--- src/shared/acs_map.svh ---
`ifndef ACS_MAP_SVH
`define ACS_MAP_SVH

// register indices; byte address is four times the index
`define ACS_IDX_CFG_RDY 12'h025
`define ACS_IDX_SW_RST 12'h100
`define ACS_IDX_GPD 12'h101
`define ACS_IDX_REFCLR 12'h102
`define ACS_IDX_TERM 12'h104
`define ACS_IDX_OVR_CTRL 12'h10a
`define ACS_IDX_OVR_LEN 12'h10b
`define ACS_IDX_LINK 12'h110
`define ACS_IDX_STATUS 12'h140
`define ACS_IDX_GPIO_CFG 12'h146
`define ACS_IDX_INT_STAT 12'h180
`define ACS_IDX_INT_MASK 12'h181

// field positions
`define ACS_BIT_CFG_RDY 4
`define ACS_BIT_SW_RST 0
`define ACS_BIT_GPD 4
`define ACS_BIT_REFCLR 6
`define ACS_BIT_REFFLAG 6
`define ACS_BIT_OVR_STICKY 0
`define ACS_BIT_LVDS_TERM 7
`define ACS_BIT_HALF_SWING 5
`define ACS_BIT_CHAN_SWAP 1

// field values and reset values
`define ACS_OVR_CLR_CODE 2'h2
`define ACS_GPIO_PDN_CODE 5'h01
`define ACS_LINK_RESET 8'h02
`define ACS_OVR_LEN_RESET 8'h00
`define ACS_READ_UNMAPPED 32'h0000_0000

// interrupt status bit positions
`define ACS_INT_OVR 0
`define ACS_INT_REFSYNC 1
`define ACS_INT_CFG_RDY 2

// timing: fuse load time in ns, least time so rounded up
`define ACS_CLK_PERIOD_NS 5
`define ACS_FUSE_LOAD_NS 1000
`define ACS_FUSE_CYC ((`ACS_FUSE_LOAD_NS + `ACS_CLK_PERIOD_NS - 1) / `ACS_CLK_PERIOD_NS)

`endif

--- src/shared/acs_pkg.sv ---
package acs_pkg;
	typedef enum logic [0:0] {FUSE_LOADING, FUSE_DONE} acs_fuse_state_type;
endpackage

--- src/design/acs_fuse_load.sv ---
`timescale 1ns/1ps
`default_nettype none
`include "acs_map.svh"

module acs_fuse_load (
	input wire logic clk, // system clock
	input wire logic sys_rst, // hardware reset, sync, high
	output logic ready // fuses loaded and applied
);

	acs_pkg::acs_fuse_state_type state_r;
	logic [9:0] cnt_r;

	//////////////////////////////////////////////////////////////////////
	// fuse load timer; only hardware reset restarts it, not soft reset
	always_ff @(posedge clk) begin
		if (sys_rst) begin
			state_r <= acs_pkg::FUSE_LOADING;
			cnt_r <= 10'h000;
			ready <= 1'b0;
		end else begin
			case (state_r)
				acs_pkg::FUSE_LOADING: begin
					ready <= 1'b0;
					if (cnt_r == 10'(`ACS_FUSE_CYC - 1)) begin
						state_r <= acs_pkg::FUSE_DONE;
						ready <= 1'b1;
					end else begin
						cnt_r <= cnt_r + 10'h001;
					end
				end
				acs_pkg::FUSE_DONE: begin
					ready <= 1'b1;
				end
				default: begin
					state_r <= acs_pkg::FUSE_LOADING;
					ready <= 1'b0;
				end
			endcase
		end
	end

endmodule
`default_nettype wire

--- src/design/acs_ovr_stretch.sv ---
`timescale 1ns/1ps
`default_nettype none

module acs_ovr_stretch (
	input wire logic clk, // system clock
	input wire logic rst, // hardware or soft reset
	input wire logic ovrIn, // raw overrange, one per cycle
	input wire logic sticky, // hold mode
	input wire logic clrCode, // clear code written, one-cycle pulse
	input wire logic [7:0] len, // stretch length N
	output logic ovrOut // stretched or held indication
);

	logic [7:0] cnt_r;

	//////////////////////////////////////////////////////////////////////
	// a new event reloads the count, so output drops N+1 after the last
	always_ff @(posedge clk) begin
		if (rst) begin
			cnt_r <= 8'h00;
			ovrOut <= 1'b0;
		end else if (ovrIn) begin
			cnt_r <= len;
			ovrOut <= 1'b1; // set wins over clear code
		end else if (sticky) begin
			cnt_r <= 8'h00;
			if (clrCode) begin
				ovrOut <= 1'b0;
			end
		end else if (cnt_r != 8'h00) begin
			cnt_r <= cnt_r - 8'h01;
		end else begin
			ovrOut <= 1'b0;
		end
	end

endmodule
`default_nettype wire

--- src/design/acs_regs.sv ---
// Functional notes
// - config ready reads 0 until fuses load
// - reset bit restores defaults, then self-clears
// - power-down bit powers the whole device down
// - selected gpio pin also requests power down
// - clear bit resets refsync detect flag
// - hold mode keeps overrange until cleared
// - clear code 2 in bits 2:1 clears
// - stretch length N gives N+1 cycle pulse
// - channel swap resets 1; 0 exchanges channels
`timescale 1ns/1ps
`default_nettype none
`include "acs_map.svh"

module acs_regs (
	input wire logic clk, // system clock, 200 MHz
	input wire logic sys_rst, // hardware reset, sync, high
	input wire logic wb_cyc_i, // bus cycle
	input wire logic wb_stb_i, // strobe
	input wire logic wb_we_i, // write enable
	input wire logic [13:0] wb_adr_i, // byte address
	input wire logic [3:0] wb_sel_i, // byte selects
	input wire logic [31:0] wb_dat_i, // write data
	output logic [31:0] wb_dat_o, // read data
	output logic wb_ack_o, // acknowledge
	input wire logic ovrIn, // raw overrange event
	input wire logic refsyncIn, // refsync detected, pulse
	input wire logic gpioPin, // general-purpose pin level
	input wire logic [15:0] chAIn, // channel A sample
	input wire logic [15:0] chBIn, // channel B sample
	output logic [15:0] chAOut, // channel A after swap
	output logic [15:0] chBOut, // channel B after swap
	output logic ovrOut, // overrange indication
	output logic powerDown, // global power down
	output logic cfgReady, // configuration ready
	output logic [1:0] termCtrl, // input termination, B:A
	output logic lvdsTerm, // lvds termination select
	output logic lvdsHalfSwing, // lvds reduced swing
	output logic irq // level interrupt
);

	//////////////////////////////////////////////////////////////////////
	// declarations
	logic regRst;
	logic ack_r;
	logic wrEn;
	logic [11:0] idx;
	logic swRst_r;
	logic gpd_r;
	logic refClr_r;
	logic refFlag_r;
	logic [1:0] term_r;
	logic [2:0] ovrCtrl_r;
	logic [7:0] ovrLen_r;
	logic lvdsTerm_r;
	logic halfSwing_r;
	logic chanSwap_r;
	logic [4:0] gpioCfg_r;
	logic [2:0] intStat_r;
	logic [2:0] intMask_r;
	logic [2:0] intSet;
	logic ovrClrPulse;
	logic ovrStretched;
	logic ovrPrev_r;
	logic fuseReady;
	logic cfgPrev_r;
	logic [31:0] rdData;
	// a literal cannot be bit-selected, so the link reset word gets a name
	localparam logic [7:0] LinkResetVal = `ACS_LINK_RESET;

	// write hit on one register index
	function automatic logic wrHit(input logic en, input logic [11:0] a, input logic [11:0] r);
		wrHit = en && (a == r);
	endfunction

	//////////////////////////////////////////////////////////////////////
	// bus decode; the write lands on the edge that the master sees ack
	assign idx = wb_adr_i[13:2];
	assign wrEn = wb_cyc_i && wb_stb_i && wb_we_i && ack_r && wb_sel_i[0];

	// soft reset pulse acts like a reset for every register except fuses, bus ack and read data, and cfgPrev_r
	assign regRst = sys_rst || swRst_r;

	// ack one cycle after the request, dropped the cycle after
	always_ff @(posedge clk) begin
		if (sys_rst) begin
			ack_r <= 1'b0;
		end else begin
			ack_r <= wb_cyc_i && wb_stb_i && !ack_r;
		end
	end

	//////////////////////////////////////////////////////////////////////
	// software reset bit: one-cycle pulse, self-clears without software
	always_ff @(posedge clk) begin
		if (regRst) begin
			swRst_r <= 1'b0;
		end else begin
			swRst_r <= wrHit(wrEn, idx, `ACS_IDX_SW_RST) && wb_dat_i[`ACS_BIT_SW_RST];
		end
	end

	//////////////////////////////////////////////////////////////////////
	// power-down, termination and gpio function controls
	always_ff @(posedge clk) begin
		if (regRst) begin
			gpd_r <= 1'b0;
			term_r <= 2'h0;
			gpioCfg_r <= 5'h00;
		end else begin
			if (wrHit(wrEn, idx, `ACS_IDX_GPD)) begin
				gpd_r <= wb_dat_i[`ACS_BIT_GPD];
			end
			if (wrHit(wrEn, idx, `ACS_IDX_TERM)) begin
				term_r <= wb_dat_i[1:0];
			end
			if (wrHit(wrEn, idx, `ACS_IDX_GPIO_CFG)) begin
				gpioCfg_r <= wb_dat_i[4:0];
			end
		end
	end

	// power down from the bit, or from the pin when so selected
	always_ff @(posedge clk) begin
		if (regRst) begin
			powerDown <= 1'b0;
		end else begin
			powerDown <= gpd_r
				|| (gpioCfg_r == `ACS_GPIO_PDN_CODE && gpioPin);
		end
	end

	//////////////////////////////////////////////////////////////////////
	// refsync detect: clear bit is a level, a new detection wins over it
	always_ff @(posedge clk) begin
		if (regRst) begin
			refClr_r <= 1'b0;
		end else if (wrHit(wrEn, idx, `ACS_IDX_REFCLR)) begin
			refClr_r <= wb_dat_i[`ACS_BIT_REFCLR];
		end
	end

	always_ff @(posedge clk) begin
		if (regRst) begin
			refFlag_r <= 1'b0;
		end else if (refsyncIn) begin
			refFlag_r <= 1'b1;
		end else if (refClr_r) begin
			refFlag_r <= 1'b0;
		end
	end

	//////////////////////////////////////////////////////////////////////
	// overrange control; clear code only acts as a write event
	always_ff @(posedge clk) begin
		if (regRst) begin
			ovrCtrl_r <= 3'h0;
			ovrLen_r <= `ACS_OVR_LEN_RESET;
		end else begin
			if (wrHit(wrEn, idx, `ACS_IDX_OVR_CTRL)) begin
				ovrCtrl_r <= wb_dat_i[2:0];
			end
			if (wrHit(wrEn, idx, `ACS_IDX_OVR_LEN)) begin
				ovrLen_r <= wb_dat_i[7:0];
			end
		end
	end

	assign ovrClrPulse = wrHit(wrEn, idx, `ACS_IDX_OVR_CTRL)
		&& wb_dat_i[2:1] == `ACS_OVR_CLR_CODE;

	acs_ovr_stretch uStretch (
		.clk(clk),
		.rst(regRst),
		.ovrIn(ovrIn),
		.sticky(ovrCtrl_r[`ACS_BIT_OVR_STICKY]),
		.clrCode(ovrClrPulse),
		.len(ovrLen_r),
		.ovrOut(ovrStretched)
	);

	assign ovrOut = ovrStretched;

	//////////////////////////////////////////////////////////////////////
	// fuse load sequencer, restarted only by hardware reset
	acs_fuse_load uFuse (
		.clk(clk),
		.sys_rst(sys_rst),
		.ready(fuseReady)
	);

	assign cfgReady = fuseReady;

	//////////////////////////////////////////////////////////////////////
	// output link controls, channel swap defaults to normal order
	always_ff @(posedge clk) begin
		if (regRst) begin
			lvdsTerm_r <= LinkResetVal[`ACS_BIT_LVDS_TERM];
			halfSwing_r <= LinkResetVal[`ACS_BIT_HALF_SWING];
			chanSwap_r <= LinkResetVal[`ACS_BIT_CHAN_SWAP];
		end else if (wrHit(wrEn, idx, `ACS_IDX_LINK)) begin
			lvdsTerm_r <= wb_dat_i[`ACS_BIT_LVDS_TERM];
			halfSwing_r <= wb_dat_i[`ACS_BIT_HALF_SWING];
			chanSwap_r <= wb_dat_i[`ACS_BIT_CHAN_SWAP];
		end
	end

	// control outputs straight from flops
	always_ff @(posedge clk) begin
		if (regRst) begin
			termCtrl <= 2'h0;
			lvdsTerm <= 1'b0;
			lvdsHalfSwing <= 1'b0;
		end else begin
			termCtrl <= term_r;
			lvdsTerm <= lvdsTerm_r;
			lvdsHalfSwing <= halfSwing_r;
		end
	end

	// data path swap; one register stage either way keeps latency equal
	always_ff @(posedge clk) begin
		if (regRst) begin
			chAOut <= 16'h0000;
			chBOut <= 16'h0000;
		end else if (chanSwap_r) begin
			chAOut <= chAIn;
			chBOut <= chBIn;
		end else begin
			chAOut <= chBIn;
			chBOut <= chAIn;
		end
	end

	//////////////////////////////////////////////////////////////////////
	// interrupt events: overrange rise, refsync detect, config ready rise
	always_ff @(posedge clk) begin
		if (regRst) begin
			ovrPrev_r <= 1'b0;
		end else begin
			ovrPrev_r <= ovrStretched;
		end
	end

	// follows the fuse sequencer's reset, else soft reset fakes a ready rise
	always_ff @(posedge clk) begin
		if (sys_rst) begin
			cfgPrev_r <= 1'b0;
		end else begin
			cfgPrev_r <= fuseReady;
		end
	end

	assign intSet[`ACS_INT_OVR] = ovrStretched && !ovrPrev_r;
	assign intSet[`ACS_INT_REFSYNC] = refsyncIn;
	assign intSet[`ACS_INT_CFG_RDY] = fuseReady && !cfgPrev_r;

	// write one to clear; a set in the same cycle wins
	always_ff @(posedge clk) begin
		if (regRst) begin
			intStat_r <= 3'h0;
			intMask_r <= 3'h0;
		end else begin
			if (wrHit(wrEn, idx, `ACS_IDX_INT_STAT)) begin
				intStat_r <= (intStat_r & ~wb_dat_i[2:0]) | intSet;
			end else begin
				intStat_r <= intStat_r | intSet;
			end
			if (wrHit(wrEn, idx, `ACS_IDX_INT_MASK)) begin
				intMask_r <= wb_dat_i[2:0];
			end
		end
	end

	// level interrupt; one cycle behind the status bit
	always_ff @(posedge clk) begin
		if (regRst) begin
			irq <= 1'b0;
		end else begin
			irq <= |(intStat_r & intMask_r);
		end
	end

	//////////////////////////////////////////////////////////////////////
	// read mux; unmapped indices read zero and still get ack
	always_comb begin
		rdData = `ACS_READ_UNMAPPED;
		case (idx)
			`ACS_IDX_CFG_RDY: rdData[`ACS_BIT_CFG_RDY] = fuseReady;
			`ACS_IDX_SW_RST: rdData[`ACS_BIT_SW_RST] = swRst_r;
			`ACS_IDX_GPD: rdData[`ACS_BIT_GPD] = gpd_r;
			`ACS_IDX_REFCLR: rdData[`ACS_BIT_REFCLR] = refClr_r;
			`ACS_IDX_TERM: rdData[1:0] = term_r;
			`ACS_IDX_OVR_CTRL: rdData[2:0] = ovrCtrl_r;
			`ACS_IDX_OVR_LEN: rdData[7:0] = ovrLen_r;
			`ACS_IDX_LINK: begin
				rdData[`ACS_BIT_LVDS_TERM] = lvdsTerm_r;
				rdData[`ACS_BIT_HALF_SWING] = halfSwing_r;
				rdData[`ACS_BIT_CHAN_SWAP] = chanSwap_r;
			end
			`ACS_IDX_STATUS: rdData[`ACS_BIT_REFFLAG] = refFlag_r;
			`ACS_IDX_GPIO_CFG: rdData[4:0] = gpioCfg_r;
			`ACS_IDX_INT_STAT: rdData[2:0] = intStat_r;
			`ACS_IDX_INT_MASK: rdData[2:0] = intMask_r;
			default: rdData = `ACS_READ_UNMAPPED;
		endcase
	end

	// read data is captured with ack and held until the next read is answered
	always_ff @(posedge clk) begin
		if (sys_rst) begin
			wb_dat_o <= 32'h0000_0000;
			wb_ack_o <= 1'b0;
		end else begin
			wb_ack_o <= wb_cyc_i && wb_stb_i && !ack_r;
			if (wb_cyc_i && wb_stb_i && !ack_r && !wb_we_i) begin
				wb_dat_o <= rdData;
			end
		end
	end

endmodule
`default_nettype wire

--- config.mk ---
export PLATFORM = sky130hd
export DESIGN_NAME = acs_regs
export DESIGN_NICKNAME = d
export VERILOG_FILES = /design/src/shared/acs_pkg.sv /design/src/design/acs_fuse_load.sv /design/src/design/acs_ovr_stretch.sv /design/src/design/acs_regs.sv
export VERILOG_INCLUDE_DIRS = /design/src /design/src/shared
export SDC_FILE = /design/constraint.sdc
export NUM_CORES = 1
export LEC_CHECK = 0
export BUFFER_PORTS_ARGS = -buffer_cell sky130_fd_sc_hd__buf_4
export CELL_PAD_IN_SITES_DETAIL_PLACEMENT = 0
export CELL_PAD_IN_SITES_GLOBAL_PLACEMENT = 2
export CORE_MARGIN = 1.5
export CORE_UTILIZATION = 29
export DETAILED_ROUTE_END_ITERATION = 16
export PLACE_DENSITY = 0.87
export SLEW_MARGIN = 25
export SYNTH_ARGS = -nofsm -noshare
export SYNTH_HDL_FRONTEND = slang
export SYNTH_HIERARCHICAL = 1
export SYNTH_SLANG_ARGS = --single-unit
export TNS_END_PERCENT = 30
--- constraint.sdc ---
create_clock -name clk -period 3.55 [get_ports clk]
set_clock_uncertainty 0.15 [all_clocks]
set_input_delay 0.71 -clock clk [delete_from_list [all_inputs] [get_ports clk]]
set_output_delay 0.71 -clock clk [all_outputs]
set_load 0.005 [all_outputs]
==> results of run 1 <==
## area by class of cell
type / instances / share of cell area
flip-flops and latches: 100 / 0.340
repair buffers: 118 / 0.150
well taps: 216 / 0.0458
inverters: 12 / 0.00763
clock inverters: 6 / 0.00912
clock buffers: 9 / 0.0382
multi-input cells: 381 / 0.409
## cells by family (layout without fill, tap and decap cells)
| logic type | after synthesis | count (layout) | synth area share |
|---|---|---|---|
| simple gates | 198 | 198 | 0.254 |
| fa+ha+maj | 2 | 2 | 0.00530 |
| compound gates | 116 | 116 | 0.147 |
| buf+inv | 66 | 145 | 0.0820 |
| mux | 37 | 37 | 0.0790 |
| xor+xnor | 4 | 4 | 0.00743 |
| other cells | 1 | 24 | 0.000795 |
| flops | 100 | 100 | 0.424 |
## path summary, 6_finish.rpt
kind / to / slack [ps]
min reg2reg: intStat_r[2] / 330
min: intStat_r[2] / 330
max reg2reg: uStretch/ovrOut / 1430
max: uStretch/ovrOut / 1080
## state kept, by name (all words and copies together), names as in the netlist, 3 cells and up
signal          cells
wb_dat_o            8
uStretch/cnt_r      8
chAOut             16
ovrLen_r            8
gpioCfg_r           5
ovrCtrl_r           3
chBOut             16
uFuse/cnt_r        10
intStat_r           3
intMask_r           3
## metal layers
metal / part of all wire / wire length [µm] / vias up
li1: - / - / 2060
met1: 0.46 / 5790 / 1949
met2: 0.44 / 5620 / 175
met3: 0.067 / 856 / 34
met4: 0.034 / 432 / 0
met5: 0 / 0 / -
## power groups by stage
stage	Combinational (mW)	Sequential, mW	Clock (mW)
floorplan	0.379	1.27	0
finish	0.536	1.25	0.953
global placement	0.525	1.27	0
detailed placement	0.537	1.28	0
global route	0.587	1.26	1.02
CTS	0.538	1.25	0.987
## worst register-to-register path, stage by stage (launching register included)
cell and delay, ps:
dfxtp_1 400, nand3_1 210, or4_4 730, nor4_4 250
nand2_1 80, a21oi_1 150, nor2_1 50
## Yosys cell counts, drive strengths merged (9+ instances only)
cell type / instances
clkbuf: 18
buf: 36
mux2i: 35
nor3: 17
nor2b: 9
nand4: 14
inv: 12
nor2: 53
nand2: 15
o21ai: 39
nand3: 30
dfxtp: 100
a21oi: 39
## through the flow
stage	utilization	total power, mW	cell area [µm²]
global route	0.371	2.87	5900
global placement	0.354	1.80	5620
finish	0.371	2.74	5900
floorplan	-	1.65	4800
detailed placement	0.354	1.81	5620
CTS	0.371	2.78	5900
==> impl_metrics.ini, run 1 <==
[detailed_routing]
wl_mm = 12.7
vias = 4218
drc = 0
drt-wirelength-per-cell_um = 15.1
drt.antenna.violating_nets = 0
viasPerCell = 5.01
drt-initial-drc-count = 232
first_pass_iters = 5

[floorplanning]
fp.dieW_um = 131
ios = 163
core_um2 = 15900
initial_core_util = 0.297
die_h_um = 131
row_count = 46
dieArea_um2 = 17000

[clocking]
post_cts_buffers = 0
numCtsBuffers = 9
cts_resized = 0
cts_tree = built
clock-root-buffer = clkbuf_16
ctsHoldBuffers = 0
clock_path_buffers = 2
cts.sinks = 100
clk_latency_ps = 350
ctsHtreeMaxLevel = 3
clkTransAtPathRegs_ps = 70

[yosys]
netlist-cell-type-count = 64
synthCells = 524
synth_area_um2 = 4720
syn_avg_cell_area_um2 = 9.00
synthTopCellsByArea = dfxtp_1 (42%), mux2i_1 (7.4%), nor2_1 (4.2%)
synth_edf_count = 0
synth_warnings = 6
synth_top_area_frac = 0.424
yosysSeqAreaShare = 0.424
synth_top_area_cell = dfxtp_1
synthArstFlopShare = 0
synth_ff_type = dfxtp_1
synth_seq_cells = 100

[global_route]
grtUsageMet2 = 0.227
grt_max_degree = 35
grt_pass1_vias = 3934
grt_antenna_before_repair = 0
met1_usage = 0.197
top_usage_layer = met2
grt_pass1_wl_mm = 19.8
track_usage = 0.151
grt.met3_usage = 0.0338
grt-ovfl-total = 0

[layout]
stdcell_count = 842
antenna_cells = 0
regArea_um2 = 2010
fin_nets = 714
final_cell_mix = buf_4 (118), dfxtp_1 (99), nor2_1 (53)
syn2layout_area_growth_pct = 25.1
layout_commonest_cell = buf_4
drive_gt1_frac = 0.244
fill_cells = 1627
multiInputGateArea_um2 = 2410

[worst_setup_path]
worst-setup-path-type = in -> reg
worstPathMaxFanout = 22
worstSetupStartpoint = wb_adr_i[11]
cpLargestDelayFamily = simple AND/OR/NAND/NOR gates
path_buf_inv = 1
crit_chain = buf_4 -> or4b_1 -> or4_4 -> nor4_4 -> nand2_1 -> a21oi_1 -> nor2_1
cp-end-kind = flop
crit_cells = 7
worstPathRequired_ps = 3650
r2r_start = wb_ack_o
crit_path_start_kind = input port
crit_arrival_ps = 2570
critPathSlowestCell = or4_4
r2r_cells = 6
cpPeakStageDelay_ps = 660

[timing]
worst_pin_slew_ps = 872
finalSetupViolations = 0
min_period_ps = 2470
fin_ws_ps = 1080
fin_tns_setup_ps = 0
fmax_mhz = 405
hold_viol = 0
holdWs_ps = 331
period_share = 0.695
slew_viol_final = 0
relSlewSlack = 0.410
rsz0062_at_grt = false

[power]
p_sw_frac = 0.286
intPower_mw = 1.96
pwr-share-clk = 0.348
combPwrFrac = 0.196
p_per_area_nw_per_um2 = 464
switching_power_mw = 0.785
peakVddDrop_mv = 0.223
pwr-share-seq = 0.457
leakage_nw = 2.53

[place]
place_ws_ps = 708
dp_hpwl_mm = 9.38
io_buffers = 109
place_congestion = 0.874
dp_cells = 827

[run]
max_cap_viol_count = 0

[outcome]
status = finished clean

[min_path]
hold_class = reg -> reg
hold_start = cfgPrev_r
worstHoldPathCells = 2
(Power assumes the default switching activity.)
==> run 2, diff against run 1 <==
ABC_AREA = 1   (was unset)
CORE_UTILIZATION = 27   (was 29)
clock period = 2.4 ns   (was 3.55 ns; I/O delays follow)
==> run 2 against run 1 <==
Against the previous run:
- combinational power is 5.4% higher
- sequential share of layout area down 1.1 points
- register-to-register slack worse by 670 ps
- power rose by 39%
- critical path depth grew 4
- die area increased by 9.5%
- design area up 3.2%
- final cell count is 20% higher
- global-route usage fell by 0.20 points
- synthesized cell count grew 29%
==> impl_metrics.ini, run 2 <==
[yosys]
synthArstFlopShare = 0
synth_edf_count = 0
synth_ff_type = dfxtp_1
synthTopCellsByArea = dfxtp_1 (42%), nand2_1 (12%), a21oi_1 (6.8%)
synth_top_area_cell = dfxtp_1
synth_seq_cells = 100
synth_commonest_cells = nand2_1 (159), dfxtp_1 (100), inv_1 (68)
synthCells = 675
synth_warnings = 6
synth_area_um2 = 4820
synth_top_area_frac = 0.415
yosysSeqAreaShare = 0.415
syn_avg_cell_area_um2 = 7.14
synthMostInstantiatedCell = nand2_1
netlist-cell-type-count = 35

[detailed_routing]
vias = 4416
first_pass_iters = 4
viasPerCell = 4.36
drt-initial-drc-count = 158
drt.antenna.violating_nets = 0
wl_mm = 13.4
drc = 0
drt-wirelength-per-cell_um = 13.2

[power]
intPower_mw = 2.76
pwr-share-clk = 0.382
p_per_area_nw_per_um2 = 627
p_sw_frac = 0.277
pwr-share-seq = 0.470
switching_power_mw = 1.06
peakVddDrop_mv = 0.321
power_mw = 3.82
leakage_nw = 2.73
combPwrFrac = 0.148

[worst_setup_path]
crit_arrival_ps = 1740
path_buf_inv = 2
cp-end-kind = flop
critPathSlowestCell = nor2_4
cp_common_cell = nor2_1
cpLargestDelayFamily = simple AND/OR/NAND/NOR gates
cpPeakStageDelay_ps = 210
worstPathRequired_ps = 2500
crit_chain = buf_4 -> inv_1 -> nand2_1 -> nor2_4 -> nand2_2 -> nor2_1 -> nand3_1 -> nor2_1 -> nand2_1 -> a21oi_1 -> nor2_1
worst-setup-path-type = in -> reg
worstPathMaxFanout = 8
crit_path_start_kind = input port

[floorplanning]
ios = 163
initial_core_util = 0.278
dieArea_um2 = 18700
fp.dieW_um = 137
row_count = 48
die_h_um = 137
core_um2 = 17400

[clocking]
clock_path_buffers = 2
cts.sinks = 100
ctsHoldBuffers = 0
post_cts_buffers = 0
clock-root-buffer = clkbuf_16
numCtsBuffers = 9
cts_tree = built
clk_latency_ps = 350
clkTransAtPathRegs_ps = 70
ctsHtreeMaxLevel = 3
cts_resized = 0

[layout]
layout_commonest_cell = nand2_1
final_cell_mix = nand2_1 (159), buf_4 (117), dfxtp_1 (100)
reg.largest.list = chAOut x16, chBOut x16, uFuse/cnt_r x10
syn2layout_area_growth_pct = 26.3
stdcell_count = 1013
fin_util = 0.351
fill_cells = 1885
drive_gt1_frac = 0.245
fin_nets = 875
antenna_cells = 0

[global_route]
track_usage = 0.149
grt_pass1_wl_mm = 21.4
grt_max_degree = 33
grt_antenna_before_repair = 0
grt_pass1_vias = 4177
grt-ovfl-total = 0

[timing]
fin_tns_setup_ps = 0
hold_viol = 0
min_period_ps = 1640
finalSetupViolations = 0
rsz0062_at_grt = false
slew_viol_final = 0
period_share = 0.684
fmax_mhz = 609

[place]
dp_cells = 997
place_congestion = 0.783
io_buffers = 109
dp_hpwl_mm = 10.1

[min_path]
hold_class = in -> reg

[outcome]
status = finished clean

[run]
max_cap_viol_count = 0
-- run 2: cell count changes after synthesis, moves of 9 or more --
cell | previous run | this run
nor2_2 | 0 | 12
nor2b_1 | 9 | 0
mux2i_1 | 35 | 0
nand2_1 | 15 | 159
nor3_1 | 15 | 5
nand3_1 | 29 | 48
inv_1 | 11 | 68
nor2_4 | 0 | 11
nor2_1 | 53 | 65
a21oi_1 | 39 | 65
inv_2 | 1 | 12
-- run 2: worst reg2reg max path: cells and delay by family (launching register included) --
kind            cells  cell delay, ps
compound gates      2             290
flops               1             390
simple gates        3             690
-- run 2: path summary, 6_finish.rpt --
| check | startpoint | end | slack, ps | depth (start not counted) |
|---|---|---|---|---|
| max | wb_adr_i[12] | uStretch/ovrOut | 760 | 11 |
| min | chBIn[0] | chAOut[0] | 240 | 3 |
| max reg2reg | wb_ack_o | intStat_r[0] | 760 | 5 |
| min reg2reg | ovrPrev_r | intStat_r[0] | 290 | 1 |
-- run 2: layout make-up --
class                      count  area [µm²]  share of cell area
multi-input combinational    475        2330               0.383
sequential                   100        2000               0.329
timing repair buffer         117         878               0.144
inverter                      80         300              0.0493
tap                          225         282              0.0462
clock buffer                  11         253              0.0415
clock inverter                 5        42.5             0.00699
-- run 2: through the flow --
step           setup slack (ps)  area [µm²]  hold slack [ps]
6_report                    759        6090              240
5_1_grt                     555        6090              218
2_1_floorplan               712        4900              258
3_5_place_dp                387        5790              272
4_1_cts                     729        6090              211
3_3_place_gp                399        5790              273
-- run 2: cell families after synthesis --
| kind of cell | Yosys count | share of synthesized area |
|---|---|---|
| compound gates | 117 | 0.133 |
| other cells | 1 | 0.000778 |
| xor+xnor | 5 | 0.00909 |
| buf+inv | 123 | 0.119 |
| flops | 100 | 0.415 |
| fa+ha+maj | 2 | 0.00519 |
| simple gates | 327 | 0.318 |
-- run 2: power by group through the flow --
stage	clock network, mW	registers, mW	logic, mW
final	1.46	1.79	0.565
after detailed placement	0	1.83	0.568
after CTS	1.53	1.79	0.570
after floorplan	0	1.82	0.363
after global routing	1.58	1.80	0.644
after global placement	0	1.83	0.572
-- run 2: per-layer routing --
layer / up-vias / track usage / wire length (µm)
met5: - / 0 / 0
met4: 0 / 0.0467 / 150
met3: 12 / 0.0315 / 488
met2: 77 / 0.256 / 6760
met1: 2009 / 0.186 / 5980
li1: 2318 / - / -
